===== src/hw/mftdc_pkg.sv =====
package mftdc_pkg;

	// Register word indices on the AXI4-Lite bus; table offsets are not word aligned,
	// so each printed offset is an index and the byte address is four times it
	localparam logic [7:0] IDX_CAPLD0_HI  = 8'hF0;
	localparam logic [7:0] IDX_CAPLD0_LO  = 8'hF1;
	localparam logic [7:0] IDX_CAPLD1_HI  = 8'hF2;
	localparam logic [7:0] IDX_CAPLD1_LO  = 8'hF3;
	localparam logic [7:0] IDX_CMP0_HI    = 8'hF4;
	localparam logic [7:0] IDX_CMP0_LO    = 8'hF5;
	localparam logic [7:0] IDX_CMP1_HI    = 8'hF6;
	localparam logic [7:0] IDX_CMP1_LO    = 8'hF7;
	localparam logic [7:0] IDX_CTRL       = 8'hF8;
	localparam logic [7:0] IDX_DMA_CTRL   = 8'hE0;
	localparam logic [7:0] IDX_MASK       = 8'hE1;
	localparam logic [7:0] IDX_CNT_PTR    = 8'hE2;
	localparam logic [7:0] IDX_ADDR_PTR   = 8'hE3;
	localparam logic [7:0] IDX_GLOBAL     = 8'hE4;
	localparam logic [7:0] IDX_COUNTER_HI = 8'hE5;
	localparam logic [7:0] IDX_COUNTER_LO = 8'hE6;

	// Counter control fields
	localparam int B_RUN_EN    = 7;
	localparam int B_CLR_CAP   = 6;
	localparam int B_CLR_CMP   = 5;
	localparam int B_CLR_STB   = 4;
	localparam int B_DIR_SEL   = 3;
	localparam int B_DIR_STAT  = 2;
	localparam int B_OVF_CAP   = 1;
	localparam int B_RUNNING   = 0;
	// DMA control fields
	localparam int B_SWAP_EN   = 0;
	localparam int B_EOB_CMP   = 1;
	localparam int B_EOB_CAP   = 2;
	// Mask fields
	localparam int B_CAP_DMA_M = 0;
	localparam int B_CMP_DMA_M = 1;
	// Pointer toggle bit
	localparam int B_TOGGLE    = 2;

	localparam logic [7:0]  RST_BYTE   = 8'h00;
	localparam logic [15:0] RST_WORD   = 16'h0000;
	localparam logic [2:0]  PRIO_TOP   = 3'h0;
	localparam logic [1:0]  RESP_OKAY  = 2'h0;
	localparam logic [1:0]  RESP_SLV   = 2'h2;

	// DMA handshake toward the controller
	typedef struct packed {
		logic       req;
		logic       second;
		logic [2:0] prio;
		logic       chan_cap;
		logic       eob_pulse;
	} mftdc_dma_t;

	// Timer events from the surrounding timer
	typedef struct packed {
		logic cap0;
		logic cap1;
		logic load0;
		logic load1;
		logic dir_fixed;
		logic dir_pin_up;
	} mftdc_evt_t;

endpackage


===== src/hw/mftdc_top.sv =====
`timescale 1ns/10ps
module mftdc_top
	import mftdc_pkg::*;
#(
	parameter int          CNT_W    = 16,
	parameter logic [2:0]  BASE_PRIO = 3'h4,
	parameter logic [15:0] TABLE_LEN = 16'h0004
) (
	// Clock and reset
	input  wire logic              aclk,
	input  wire logic              aresetn,
	// AXI4-Lite write
	input  wire logic [11:0]       s_axi_awaddr,
	input  wire logic              s_axi_awvalid,
	output logic                   s_axi_awready,
	input  wire logic [31:0]       s_axi_wdata,
	input  wire logic [3:0]        s_axi_wstrb,
	input  wire logic              s_axi_wvalid,
	output logic                   s_axi_wready,
	output logic [1:0]             s_axi_bresp,
	output logic                   s_axi_bvalid,
	input  wire logic              s_axi_bready,
	// AXI4-Lite read
	input  wire logic [11:0]       s_axi_araddr,
	input  wire logic              s_axi_arvalid,
	output logic                   s_axi_arready,
	output logic [31:0]            s_axi_rdata,
	output logic [1:0]             s_axi_rresp,
	output logic                   s_axi_rvalid,
	input  wire logic              s_axi_rready,
	// Timer events
	input  wire mftdc_evt_t        evt,
	// DMA request sources and controller acknowledge of one byte
	input  wire logic              cap0_dma_src,
	input  wire logic              cmp0_dma_src,
	input  wire logic              dma_byte_ack,
	output mftdc_dma_t             dma,
	// Interrupt requests toward the handler
	output logic                   eob_irq_cap,
	output logic                   eob_irq_cmp,
	output logic                   ovf_irq,
	output logic                   cmp0_match
);

	// Registers
	logic [15:0] capld0, capld1, cmp0, cmp1;
	logic [CNT_W-1:0] counter;
	logic        run_en, clr_cap, clr_cmp, dir_sel, ovf_cap0, global_en;
	logic        swap_en, eob_cmp, eob_cap, cap_mask, cmp_mask;
	logic [7:0]  cnt_ptr, addr_ptr;
	logic [15:0] txn_cap, txn_cmp;
	logic        busy, second, chan_cap, prescale_reload;
	logic        clr_strobe;

	// Bus handshake state
	logic        aw_held, w_held;
	logic [11:0] aw_addr;
	logic [31:0] w_data;
	logic [3:0]  w_strb;

	function automatic logic [7:0] word_idx(input logic [11:0] a);
		word_idx = a[9:2];
	endfunction

	function automatic logic hit(input logic [7:0] i);
		hit = (i == IDX_CAPLD0_HI) || (i == IDX_CAPLD0_LO) || (i == IDX_CAPLD1_HI) ||
			(i == IDX_CAPLD1_LO) || (i == IDX_CMP0_HI) || (i == IDX_CMP0_LO) ||
			(i == IDX_CMP1_HI) || (i == IDX_CMP1_LO) || (i == IDX_CTRL) ||
			(i == IDX_DMA_CTRL) || (i == IDX_MASK) || (i == IDX_CNT_PTR) ||
			(i == IDX_ADDR_PTR) || (i == IDX_GLOBAL) || (i == IDX_COUNTER_HI) ||
			(i == IDX_COUNTER_LO);
	endfunction

	// Write decode: only byte lane 0 carries the 8-bit registers
	wire       do_write = aw_held && w_held && !s_axi_bvalid;
	wire [7:0] widx     = word_idx(aw_addr);
	wire [7:0] wbyte    = w_data[7:0];
	wire       wen      = do_write && w_strb[0] && hit(widx);
	wire       wr_ctrl  = wen && (widx == IDX_CTRL);
	wire       wr_dctl  = wen && (widx == IDX_DMA_CTRL);

	// Counter behaviour
	wire       count_up  = evt.dir_fixed ? evt.dir_pin_up : dir_sel;
	wire       running   = run_en && global_en;
	wire       cmp0_hit  = (counter == cmp0[CNT_W-1:0]);
	wire       at_end    = count_up ? (&counter) : (counter == '0);
	wire       wrap      = running && at_end;
	wire       cap_evt   = evt.cap0 || evt.cap1;
	wire       clr_now   = clr_strobe || (clr_cap && cap_evt) ||
		(clr_cmp && cmp0_hit && running);

	// DMA request gating and completion
	wire       cap_req   = cap0_dma_src && cap_mask;
	wire       cmp_req   = cmp0_dma_src && cmp_mask;
	wire       word_done = busy && second && dma_byte_ack;
	wire [15:0] txn_next = (chan_cap ? txn_cap : txn_cmp) + 16'h0001;
	wire       block_end = word_done && (txn_next == TABLE_LEN);
	wire       end_cap   = block_end && chan_cap;
	wire       end_cmp   = block_end && !chan_cap;

	// Write handshake, addresses and data held until both are present
	always_ff @(posedge aclk) begin
		if (!aresetn) begin
			aw_held <= 1'b0;
			w_held  <= 1'b0;
			aw_addr <= '0;
			w_data  <= '0;
			w_strb  <= '0;
			s_axi_bvalid <= 1'b0;
			s_axi_bresp  <= RESP_OKAY;
		end else begin
			if (s_axi_awvalid && s_axi_awready) begin
				aw_held <= 1'b1;
				aw_addr <= s_axi_awaddr;
			end
			if (s_axi_wvalid && s_axi_wready) begin
				w_held <= 1'b1;
				w_data <= s_axi_wdata;
				w_strb <= s_axi_wstrb;
			end
			if (do_write) begin
				aw_held <= 1'b0;
				w_held  <= 1'b0;
				s_axi_bvalid <= 1'b1;
				s_axi_bresp  <= hit(widx) ? RESP_OKAY : RESP_SLV;
			end else if (s_axi_bready) begin
				s_axi_bvalid <= 1'b0;
			end
		end
	end

	// Readies come from flops fed by the next handshake state; low for one cycle after reset
	wire       next_aw_held = !do_write && (aw_held || (s_axi_awvalid && s_axi_awready));
	wire       next_w_held  = !do_write && (w_held || (s_axi_wvalid && s_axi_wready));
	wire       next_bvalid  = do_write || (s_axi_bvalid && !s_axi_bready);
	wire       next_rvalid  = (s_axi_arvalid && s_axi_arready) || (s_axi_rvalid && !s_axi_rready);
	always_ff @(posedge aclk) begin
		if (!aresetn) begin
			s_axi_awready <= 1'b0;
			s_axi_wready  <= 1'b0;
			s_axi_arready <= 1'b0;
		end else begin
			s_axi_awready <= !next_aw_held && !next_bvalid;
			s_axi_wready  <= !next_w_held && !next_bvalid;
			s_axi_arready <= !next_rvalid;
		end
	end

	// Read port, one cycle from address to data
	wire [7:0] ridx = word_idx(s_axi_araddr);
	logic [7:0] rbyte;
	always_comb begin
		rbyte = RST_BYTE;
		case (ridx)
			IDX_CAPLD0_HI:  rbyte = capld0[15:8];
			IDX_CAPLD0_LO:  rbyte = capld0[7:0];
			IDX_CAPLD1_HI:  rbyte = capld1[15:8];
			IDX_CAPLD1_LO:  rbyte = capld1[7:0];
			IDX_CMP0_HI:    rbyte = cmp0[15:8];
			IDX_CMP0_LO:    rbyte = cmp0[7:0];
			IDX_CMP1_HI:    rbyte = cmp1[15:8];
			IDX_CMP1_LO:    rbyte = cmp1[7:0];
			// Strobe bit always reads zero status bits
			IDX_CTRL:       rbyte = {run_en, clr_cap, clr_cmp, 1'b0,
				dir_sel, count_up, ovf_cap0, running};
			IDX_DMA_CTRL:   rbyte = {5'h00, eob_cap, eob_cmp, swap_en};
			IDX_MASK:       rbyte = {6'h00, cmp_mask, cap_mask};
			IDX_CNT_PTR:    rbyte = cnt_ptr;
			IDX_ADDR_PTR:   rbyte = addr_ptr;
			IDX_GLOBAL:     rbyte = {7'h00, global_en};
			IDX_COUNTER_HI: rbyte = counter[15:8];
			IDX_COUNTER_LO: rbyte = counter[7:0];
			default:        rbyte = RST_BYTE;
		endcase
	end
	always_ff @(posedge aclk) begin
		if (!aresetn) begin
			s_axi_rvalid <= 1'b0;
			s_axi_rdata  <= '0;
			s_axi_rresp  <= RESP_OKAY;
		end else if (s_axi_arvalid && s_axi_arready) begin
			s_axi_rvalid <= 1'b1;
			s_axi_rdata  <= {24'h000000, rbyte};
			s_axi_rresp  <= hit(ridx) ? RESP_OKAY : RESP_SLV;
		end else if (s_axi_rready) begin
			s_axi_rvalid <= 1'b0;
		end
	end

	// Counter control; strobe bit self clears one cycle after the write
	always_ff @(posedge aclk) begin
		if (!aresetn) begin
			run_en <= 1'b0;
			clr_cap <= 1'b0;
			clr_cmp <= 1'b0;
			dir_sel <= 1'b0;
			clr_strobe <= 1'b0;
			global_en <= 1'b1;
		end else begin
			clr_strobe <= wr_ctrl && wbyte[B_CLR_STB];
			if (wr_ctrl) begin
				run_en  <= wbyte[B_RUN_EN];
				clr_cap <= wbyte[B_CLR_CAP];
				clr_cmp <= wbyte[B_CLR_CMP];
				dir_sel <= wbyte[B_DIR_SEL];
			end
			if (wen && widx == IDX_GLOBAL)
				global_en <= wbyte[0];
		end
	end

	// Counter: start without reload, clear has priority over counting
	always_ff @(posedge aclk) begin
		if (!aresetn) begin
			counter <= RST_WORD[CNT_W-1:0];
			prescale_reload <= 1'b0;
			ovf_irq <= 1'b0;
			cmp0_match <= 1'b0;
		end else begin
			prescale_reload <= clr_now && !clr_strobe;
			ovf_irq <= wrap && !clr_now; // Software clear raises no request
			cmp0_match <= cmp0_hit && running;
			if (clr_now)
				counter <= '0;
			else if (running)
				counter <= count_up ? counter + CNT_W'(1) : counter - CNT_W'(1);
		end
	end

	// Capture/load and compare registers; undefined reset kept as zero
	always_ff @(posedge aclk) begin
		if (!aresetn) begin
			capld0 <= RST_WORD;
			capld1 <= RST_WORD;
			cmp0 <= RST_WORD;
			cmp1 <= RST_WORD;
			ovf_cap0 <= 1'b0;
		end else begin
			// Triggers act regardless of the run enable
			if (evt.cap0) begin
				capld0 <= 16'(counter);
				ovf_cap0 <= wrap;
			end
			if (evt.cap1)
				capld1 <= 16'(counter);
			if (wen && widx == IDX_CAPLD0_HI) capld0[15:8] <= wbyte;
			if (wen && widx == IDX_CAPLD0_LO) capld0[7:0]  <= wbyte;
			if (wen && widx == IDX_CAPLD1_HI) capld1[15:8] <= wbyte;
			if (wen && widx == IDX_CAPLD1_LO) capld1[7:0]  <= wbyte;
			if (wen && widx == IDX_CMP0_HI)   cmp0[15:8]   <= wbyte;
			if (wen && widx == IDX_CMP0_LO)   cmp0[7:0]    <= wbyte;
			if (wen && widx == IDX_CMP1_HI)   cmp1[15:8]   <= wbyte;
			if (wen && widx == IDX_CMP1_LO)   cmp1[7:0]    <= wbyte;
		end
	end

	// Word sequencer: capture channel wins only when idle; a started word is never preempted
	always_ff @(posedge aclk) begin
		if (!aresetn) begin
			busy <= 1'b0;
			second <= 1'b0;
			chan_cap <= 1'b0;
			txn_cap <= RST_WORD;
			txn_cmp <= RST_WORD;
		end else begin
			if (!busy && (cap_req || cmp_req)) begin
				busy <= 1'b1;
				chan_cap <= cap_req;
			end else if (busy && dma_byte_ack && !second) begin
				second <= 1'b1;
			end else if (word_done) begin
				busy <= 1'b0;
				second <= 1'b0;
				if (chan_cap)
					txn_cap <= block_end ? RST_WORD : txn_next;
				else
					txn_cmp <= block_end ? RST_WORD : txn_next;
			end
		end
	end

	// Request out: top priority only for the second byte
	always_ff @(posedge aclk) begin
		if (!aresetn) begin
			dma <= '0;
		end else begin
			dma.req       <= busy && !word_done;
			dma.second    <= second && !word_done;
			dma.prio      <= second ? PRIO_TOP : BASE_PRIO;
			dma.chan_cap  <= chan_cap;
			dma.eob_pulse <= block_end;
		end
	end

	// End of block flags, masks and swap toggles; hardware set wins over software clear
	always_ff @(posedge aclk) begin
		if (!aresetn) begin
			swap_en <= 1'b0;
			eob_cap <= 1'b0;
			eob_cmp <= 1'b0;
			cap_mask <= 1'b0;
			cmp_mask <= 1'b0;
			cnt_ptr <= RST_BYTE;
			addr_ptr <= RST_BYTE;
			eob_irq_cap <= 1'b0;
			eob_irq_cmp <= 1'b0;
		end else begin
			if (wr_dctl) begin
				swap_en <= wbyte[B_SWAP_EN];
				eob_cmp <= wbyte[B_EOB_CMP];
				eob_cap <= wbyte[B_EOB_CAP];
			end
			if (end_cap) eob_cap <= 1'b1;
			if (end_cmp) eob_cmp <= 1'b1;
			if (wen && widx == IDX_MASK) begin
				cap_mask <= wbyte[B_CAP_DMA_M];
				cmp_mask <= wbyte[B_CMP_DMA_M];
			end
			// Overwrite guard: stale pointer pair would corrupt memory
			if (end_cap && eob_cap) cap_mask <= 1'b0;
			if (end_cmp && eob_cmp) cmp_mask <= 1'b0;
			if (wen && widx == IDX_CNT_PTR)  cnt_ptr  <= wbyte;
			if (wen && widx == IDX_ADDR_PTR) addr_ptr <= wbyte;
			if (swap_en && end_cmp) cnt_ptr[B_TOGGLE]  <= !cnt_ptr[B_TOGGLE];
			if (swap_en && end_cap) addr_ptr[B_TOGGLE] <= !addr_ptr[B_TOGGLE];
			// One-cycle requests; handler ranks them below DMA and overflow
			eob_irq_cap <= end_cap ||
				(wr_dctl && swap_en && wbyte[B_EOB_CAP] && !eob_cap);
			eob_irq_cmp <= end_cmp ||
				(wr_dctl && swap_en && wbyte[B_EOB_CMP] && !eob_cmp);
		end
	end

endmodule


===== config.mk =====
export PLATFORM = sky130hd
export DESIGN_NAME = mftdc_top
export DESIGN_NICKNAME = d
export VERILOG_FILES = /design/src/hw/mftdc_pkg.sv /design/src/hw/mftdc_top.sv
export SDC_FILE = /design/constraint.sdc
export NUM_CORES = 1
export LEC_CHECK = 0
export BUFFER_PORTS_ARGS = -buffer_cell sky130_fd_sc_hd__buf_2
export CORE_MARGIN = 2
export CORE_UTILIZATION = 30
export CTS_BUF_LIST = sky130_fd_sc_hd__clkbuf_16
export DETAILED_ROUTE_END_ITERATION = 10
export GPL_ROUTABILITY_DRIVEN = 0
export PLACE_DENSITY = 0.58
export SLEW_MARGIN = 20
export SYNTH_ARGS = -nofsm -noshare
export SYNTH_HDL_FRONTEND = slang
export SYNTH_SLANG_ARGS = --single-unit

===== constraint.sdc =====
create_clock -name aclk -period 4.71 [get_ports aclk]
set_input_delay 0.7065 -clock aclk [delete_from_list [all_inputs] [get_ports aclk]]
set_output_delay 0.7065 -clock aclk [all_outputs]
set_load 0.01 [all_outputs]

### Yosys cells after proc, flatten, opt, wreduce, memory -nomap -nowiden

Index checks and enable logic that the tools add are counted.

| word-level totals | value |
|---|---|
| input bits | 76 |
| register bits after elaboration | 192 |
| output and inout bits | 52 |
| memories kept | 0 |
| latch bits | 0 |
| RAM bits | 0 |
| bits in read-only memories | 0 |

| cells by class | value |
|---|---|
| divide/modulo/power cells | 0 |
| add/subtract/negate cells | 3 |
| shift operators | 0 |
| $mul | 0 |
| magnitude comparators | 0 |
| muxes and demuxes | 31 |
| reductions and logical operators | 135 |
| bitwise logic cells | 4 |
| equal/unequal tests | 35 |

Operator list:

| kind | number |
|---|---|
| equality test 8 bit (second input constant) | 32 |
| case mux 8 bit (16 select lines) | 1 |
| two-way mux 16 bit | 5 |
| logical AND 1 bit | 56 |
| logical OR 1 bit | 40 |
| adder 16 x 1 -> 16 bit (second input constant) | 2 |
| two-way mux 8 bit | 4 |
| nonzero test 2 bit | 12 |
| logical NOT 1 bit | 17 |
| equality test 16 bit | 1 |
| equality test 16 x 3 -> 1 bit (second input constant) | 1 |
| logical NOT 16 bit | 1 |
| two-way mux 1 bit | 16 |
| AND reduction 16 bit | 1 |
| subtractor 16 x 1 -> 16 bit (second input constant) | 1 |
| two-way mux 3 bit | 3 |
| AND reduction 4 bit | 2 |
| OR reduction 2 bit | 4 |
| two-way mux 2 bit | 2 |
| inverter 1 bit | 4 |
| AND reduction 2 bit | 2 |
| != test 2 bit (second input constant) | 1 |

### Logic depth before layout (Yosys ltp)

Gate-level depths: netlist of the first run.

| depth | value |
|---|---|
| depth after elaboration | 22 |
| depth in mapped cells | 16 |
| depth with buffers taken out | 11 |

### Least setup slack after synthesis of the first run

Ideal clock, no wire load.

| path | value |
|---|---|
| path kind | flip-flop to flip-flop |
| start | register chan_cap |
| end | register cnt_ptr[2] |
| data arrival time | 3.581 ns |
| slack | 1.009 ns |
| path buffers | 5 |
| library setup time | 0.120 ns |
| period minus slack after synthesis | 3.701 ns |
| cell stages (with the launch flop) | 16 |
| path through | dfxtp_1 > buf_6 > buf_2 > buf_4 > clkbuf_1 > mux2_2 > ha_1 > nand4b_1 > a222oi_1 > a21oi_1 > o32ai_2 > nor3_1 > and4_1 > buf_6 > and4b_1 > o31a_1 |

| between the ends | value |
|---|---|
| longest elaborated chain between the ends | 7 |

Ends and longest elaborated chain:

| item | RTL line | RTL |
|---|---|---|
| start: declaration | mftdc_top.sv:52 | `logic busy, second, chan_cap, prescale_reload;` |
| start signal: assignment | mftdc_top.sv:268 | `chan_cap <= cap_req;` |
| two-way mux 16 bit | mftdc_top.sv:96 | `wire [15:0] txn_next = (chan_cap ? txn_cap : txn_cmp) + 16'h0001;` |
| adder 16 x 1 -> 16 bit | mftdc_top.sv:96 |  |
| equality test 16 x 3 -> 1 bit | mftdc_top.sv:97 | `wire block_end = word_done && (txn_next == TABLE_LEN);` |
| logical AND 1 bit | mftdc_top.sv:97 |  |
| logical AND 1 bit (*) | mftdc_top.sv:99 | `wire end_cmp = block_end && !chan_cap;` |
| logical AND 1 bit (*) | mftdc_top.sv:324 | `if (swap_en && end_cmp) cnt_ptr[B_TOGGLE] <= !cnt_ptr[B_TOGGLE];` |
| two-way mux 1 bit / nonzero test 2 bit (equally long branches) | n/a |  |
| end signal: assignment | mftdc_top.sv:322 | `if (wen && widx == IDX_CNT_PTR) cnt_ptr <= wbyte;` |
| end signal: indexed assignment | mftdc_top.sv:324 |  |
| end: declaration | mftdc_top.sv:50 | `logic [7:0] cnt_ptr, addr_ptr;` |

Every way passes the cells marked *; elsewhere a longest branch is shown, timed or not.
A chain may end at the register's enable or synchronous reset.

### Final worst setup path of the first run

Same ends and word-level chain as after synthesis.

==> impl_metrics.ini, run 1 <==
[run_status]
status = completed

[global_routing]
grt_pass1_vias = 7568
antenna_found_initial = 0
grt_use_total_pct = 16.4
grt.overflow.total = 0
grt_start_max_net_pins = 70
grt_pass1_wl_um = 43200

[logic_synthesis]
ys.flop_type = dfxtp_1
seq_area_frac_synth_pct = 38.8
ys_types = 68
ys_ff_latch = 186
synthCells = 1147
yosysWarnings = 0
syn_area_um2 = 9610
synth_edf_count = 0
ys_async_sr_fraction_pct = 0
synth_area_per_cell_um2 = 8.37

[cts]
cts-root-buf = clkbuf_16
cts_buffer_depth = 2
worstSkewPairLatency_ps = 450
cts_tree = built
post-cts-setup-buffers = 0
postCtsHoldBufs = 0
htreeDepth = 4
clkSinkCount = 186
cts_inserted_buffers = 17
cts.repair.resized = 0
clkTransAtPathRegs_ps = 80

[critical_path]
crit_path_max_fanout = 17
critPathCaptureType = flip-flop
critPathRequiredTime_ps = 5050
worstSetupStartpointType = flip-flop
r2r-end = cnt_ptr[2]
regToRegStartpoint = chan_cap
critPathKind = flip-flop to flip-flop
r2r_setup_slack_ps = 1230
rr_worst_depth = 10
arrival_ps = 3820

[sta]
fin_crit_ps = 3480
relSlewSlack_pct = 19.7
fin_setup_tns_ps = 0
timing.hold.ws_ps = 454
hold_viol = 0
timing.final.ws_setup_ps = 1230
finClkSkew_ps = 14.6
slew_violations = 0
rsz0062_at_grt = false
setup_viol = 0
worst_pin_slew_ps = 1200
min_period_over_period_pct = 73.8
fmax_ghz = 0.288

[final_layout]
drive_above_1_share_pct = 11.1
nets = 1244
area_growth_pct = 10.7
layout_commonest_cell = dfxtp_1
mostFrequentLayoutCells = dfxtp_1 (186), nand2_1 (147), nor2_1 (146)
n_antenna_cell = 0

[die]
start_util_pct = 30.4
ios = 128
coreArea_um2 = 31600
dieArea_um2 = 33500
dieHeight_um = 183
die_width_um = 183
rows = 65

[route]
viasPerCell = 5.23
route.detailed.drc = 0
ant_nets = 0
drt_iter0_markers = 701
wl_per_cell_um = 17.5
vias = 8184
drtPass1Iterations = 6
drt_wl_total_um = 27400

[min_path]
min_to = aw_addr[9]
hold_path.class = flip-flop to flip-flop
worstHoldPathCells = 2
min-delay-start = aw_addr[9]

[placement]
place_ws_ps = 1040
dp_hpwl_um = 18900
port_buffers = 62

[power_and_ir_drop]
power.total_mw = 3.25
ir_worst_vdd_v = 0.000228
leakage_nw = 4.04
powerDensity_nw_per_um2 = 306

[job]
max_cap_viol_count = 0
how the worst max path moves through the flow:
| stage | end | from | slack, ps | cells past startpoint |
|---|---|---|---|---|
| final | cnt_ptr[2] | chan_cap | 1230 | 10 |
| after global routing | cnt_ptr[2] | chan_cap | 980 | 10 |
| after CTS | cnt_ptr[2] | chan_cap | 1240 | 10 |
| after detailed placement | counter[14] | evt[1] | 1040 | 12 |
| after global placement | counter[14] | evt[1] | 1110 | 12 |
| after floorplan | cnt_ptr[2] | chan_cap | 1010 | 15 |
sequential cells by signal, indices dropped and copies added (netlist names), 5 cells and up:
name and cells:
cmp0 16, cmp1 16, aw_addr 8, capld1 16, txn_cmp 16, capld0 16
addr_ptr 8, txn_cap 16, s_axi_rdata 8, dma 5, counter 16, cnt_ptr 8
w_data 8
critical path: stages, from the launching register on:
cell and delay [ps]:
dfxtp_1 390, mux2_2 370, ha_1 240, nand4b_1 160
nand2_1 80, xnor2_1 160, or4b_1 520, nor4_1 360
and4_1 620, a31oi_1 150, o31a_1 310
metal layers:
metal	GRT usage (%)	part of all wire, %	vias to the layer above
met1	23.0	49	3906
met3	2.72	4.9	25
met4	3.62	0.95	0
met5	0	0	-
li1	-	-	4020
met2	26.2	46	233
power breakdown:
group,switching (mW),internal (mW),total [mW]
Clock,0.738,0.718,1.46
Sequential,0.0251,1.59,1.61
Combinational,0.126,0.0583,0.184
cells by family after synthesis:
| kind of cell | Yosys count | synth area share (%) |
|---|---|---|
| buffers and inverters | 122 | 6.15 |
| adders and majority gates | 17 | 2.29 |
| and+or+nand+nor | 422 | 19.9 |
| muxes | 119 | 12.9 |
| other | 1 | 0.0390 |
| xor gates and xnor gates | 45 | 4.10 |
| AOI/OAI and AO/OA | 235 | 15.8 |
| DFF | 186 | 38.8 |
metrics by stage:
step	instances	cell area, um2	utilization [%]
detailed placement	1534	10000	31.8
CTS	1566	10600	33.7
global route	1566	10600	33.7
floorplan	1174	9710	-
finish	1566	10600	33.7
global placement	1534	10000	31.8
cell usage after synthesis (3+ instances only):
cell type | count | area share, %
dfxtp_1 | 186 | 39
nand2_1 | 147 | 5.7
nor2_1 | 146 | 5.7
mux2i_1 | 105 | 11
a21oi_1 | 93 | 4.8
clkbuf_1 | 74 | 2.9
a211oi_1 | 38 | 3.0
xor2_1 | 31 | 2.8
o21ai_0 | 30 | 1.6
buf_4 | 29 | 2.3
nand3_1 | 22 | 1.1
nor3_1 | 20 | 1.0
ha_1 | 16 | 2.1
xnor2_1 | 14 | 1.3
a31oi_1 | 13 | 0.85
mux2_2 | 11 | 1.3
nor4_1 | 11 | 0.72
inv_1 | 10 | 0.39
and3_1 | 9 | 0.59
nand4_1 | 9 | 0.59
nand4b_1 | 9 | 0.82
a221oi_1 | 8 | 0.73
and2_1 | 8 | 0.52
or3_1 | 8 | 0.52
a22oi_1 | 7 | 0.55
nor2b_1 | 7 | 0.46
nand2b_1 | 6 | 0.39
a32oi_1 | 5 | 0.46
nand3b_1 | 5 | 0.39
a222oi_1 | 4 | 0.42
buf_1 | 4 | 0.16
a21o_1 | 3 | 0.23
a311oi_1 | 3 | 0.27
a31o_2 | 3 | 0.27
buf_6 | 3 | 0.35
mux4_2 | 3 | 0.70
o21bai_1 | 3 | 0.23
o22ai_1 | 3 | 0.20
o31ai_1 | 3 | 0.23
or2_2 | 3 | 0.20
cell type report:
type	count	area, um2
tap	402	503
inverter	11	43.8
clock buffer	17	425
multi-input combinational	866	5400
timing repair buffer	69	363
sequential	186	3720
clock inverter	15	176
fill	3287	20900
Power figures use the tool's default switching activity.
==> inputs of run 2 (changes only) <==
--- a/config.mk
+++ b/config.mk
@@ -5,13 +5,14 @@
 export SDC_FILE = /design/constraint.sdc
 export NUM_CORES = 1
 export LEC_CHECK = 0
+export ABC_AREA = 1
 export BUFFER_PORTS_ARGS = -buffer_cell sky130_fd_sc_hd__buf_2
 export CORE_MARGIN = 2
 export CORE_UTILIZATION = 30
 export CTS_BUF_LIST = sky130_fd_sc_hd__clkbuf_16
 export DETAILED_ROUTE_END_ITERATION = 10
 export GPL_ROUTABILITY_DRIVEN = 0
-export PLACE_DENSITY = 0.58
+export PLACE_DENSITY = 0.59
 export SLEW_MARGIN = 20
 export SYNTH_ARGS = -nofsm -noshare
 export SYNTH_HDL_FRONTEND = slang
==> constraint.sdc (replaced) <==
create_clock -name aclk -period 3 [get_ports aclk]
set_input_delay 0.45 -clock aclk [delete_from_list [all_inputs] [get_ports aclk]]
set_output_delay 0.45 -clock aclk [all_outputs]
set_load 0.01 [all_outputs]
==> impl_metrics.ini, run 2 <==
[die]
die_width_um = 188
rows = 67
coreArea_um2 = 33500
start_util_pct = 30.4
dieHeight_um = 188
ios = 128
dieArea_um2 = 35500

[route]
vias = 9831
route.detailed.drc = 0
viasPerCell = 4.98
drt_wl_total_um = 31100
drtPass1Iterations = 8
drt_iter0_markers = 934
ant_nets = 0
wl_per_cell_um = 15.8

[critical_path]
arrival_ps = 3070
critPathRequiredTime_ps = 3390
critPathKind = flip-flop to flip-flop
worstSetupStartpointType = flip-flop
crit_path_max_fanout = 19
critPathCaptureType = flip-flop

[cts]
cts_tree = built
clkSinkCount = 186
postCtsHoldBufs = 0
cts_buffer_depth = 2
cts-root-buf = clkbuf_16
clkTransAtPathRegs_ps = 70
worstSkewPairLatency_ps = 440
cts.repair.resized = 0
cts_inserted_buffers = 17
htreeDepth = 4
post-cts-setup-buffers = 0

[logic_synthesis]
synth_edf_count = 0
yosysMostFrequentCell = nand2_1
synth_top_area_share_pct = 36.5
ys_top_cells_by_count = nand2_1 (248), dfxtp_1 (186), inv_1 (178)
seq_area_frac_synth_pct = 36.5
synth_area_per_cell_um2 = 6.96
yosysTopAreaCell = dfxtp_1
ys.flop_type = dfxtp_1
syn_area_um2 = 10200
yosysWarnings = 0
ys_types = 52
synth_area_leaders = dfxtp_1 (37%), nand2_1 (9.1%), a21oi_1 (6.9%)
ys_async_sr_fraction_pct = 0
ys_ff_latch = 186
synthCells = 1464

[power_and_ir_drop]
power.switching_mw = 1.28
powerDensity_nw_per_um2 = 456
switching_share_pct = 24.4
pwr-share-seq_pct = 48.7
p_clk_share_pct = 46.1
ir_worst_vdd_v = 0.000422
p_int_mw = 3.96
leakage_nw = 4.98
comb_power_share_pct = 5.2

[sta]
fin_crit_ps = 2680
rsz0062_at_grt = false
setup_viol = 0
worst_pin_slew_ps = 814
timing.hold.ws_ps = 259
fmax_ghz = 0.373
slew_violations = 0
min_period_over_period_pct = 89.3
fin_setup_tns_ps = 0
relSlewSlack_pct = 45.7
finClkSkew_ps = 12.5
timing.final.ws_setup_ps = 321
hold_viol = 0

[global_routing]
grt_pass1_wl_um = 49000
antenna_found_initial = 2
grt.overflow.total = 0
grt_start_max_net_pins = 81
grt_pass1_vias = 8894
grt_use_total_pct = 17.4

[job]
max_cap_viol_count = 0

[placement]
place_ws_ps = 209
dp_hpwl_um = 22700
port_buffers = 62

[final_layout]
mostFrequentLayoutCells = nand2_1 (248), dfxtp_1 (186), inv_1 (179)
area_growth_pct = 12.6
layout_commonest_cell = nand2_1
drive_above_1_share_pct = 12.1
nets = 1604

[run_status]
status = completed

[min_path]
hold_path.class = input port to flip-flop
==> run 2: cell types whose count changed in the layout (fill, tap and decap cells not counted), sizes merged, moves of 21 or more <==
| cell | before | now |
|---|---|---|
| a21oi | 93 | 140 |
| o22ai | 3 | 27 |
| inv | 17 | 185 |
| o211ai | 0 | 31 |
| a211oi | 38 | 8 |
| nor2 | 147 | 189 |
| nand2 | 147 | 281 |
| buf | 69 | 90 |
| o21ai | 30 | 111 |
| nand3 | 22 | 79 |
| mux2i | 105 | 0 |
==> run 2: worst paths after layout <==
path,end,cells after the start,slack (ps),from
worst min register to register,dma[4],1,430,second
worst max-delay path,counter[13],12,320,dir_sel
worst max register to register,counter[13],12,320,dir_sel
worst min-delay path,aw_addr[9],3,260,s_axi_awaddr[9]
==> run 2: logic make-up (layout without fill, tap and decap cells) <==
family	after synthesis	in the layout	share of synthesized area [%]
XOR/XNOR	18	18	1.62
AND/OR/NAND/NOR	612	612	27.6
adder cells (fa/ha/maj)	17	17	2.16
flip-flops	186	186	36.5
AO/OA/AOI/OAI	355	355	20.1
buffers and inverters	275	308	11.9
other	1	30	0.0368
==> run 2: cell type report <==
cell class / instances / area, um2
multi-input cells: 1030 / 5360
clock inverters: 15 / 183
clock buffers: 17 / 425
fillers: 3625 / 22100
flip-flops and latches: 186 / 3720
repair buffers: 90 / 523
inverters: 186 / 698
well taps: 448 / 561
diodes: 2 / 5.00
==> run 2: routing by layer <==
layer / vias up / global-route usage, % / routed length [um]
li1: 4920 / - / -
met1: 4499 / 24.2 / 14500
met2: 367 / 27.4 / 13800
met3: 45 / 3.58 / 2270
met4: 0 / 4.78 / 567
met5: - / 0 / 0
==> run 2: critical path: stages, from the launching register on <==
cell and delay, ps:
dfxtp_1 440, o21ai_1 110, buf_4 220, ha_1 370
nand3_1 100, nand2_1 130, a21oi_1 90, o21ai_0 450
a21oi_1 180, o21ai_0 230, xor2_1 180, nor2_1 50
nor2_1 80
==> run 2: power groups by stage <==
stage / Combinational [mW] / Sequential (mW) / Clock [mW]
after floorplan: 0.220 / 2.57 / 0
after global placement: 0.267 / 2.60 / 0
after detailed placement: 0.270 / 2.60 / 0
after CTS: 0.271 / 2.55 / 2.44
after global routing: 0.308 / 2.55 / 2.55
final: 0.272 / 2.55 / 2.41
==> run 2: per-stage QoR <==
step | util, % | instances | cell area, um2 | total power [mW]
after floorplan | - | 1491 | 10300 | 2.79
after global placement | 32.4 | 1940 | 10900 | 2.87
after detailed placement | 32.4 | 1940 | 10900 | 2.87
after CTS | 34.2 | 1972 | 11500 | 5.25
after global routing | 34.2 | 1973 | 11500 | 5.41
final | 34.2 | 1974 | 11500 | 5.23
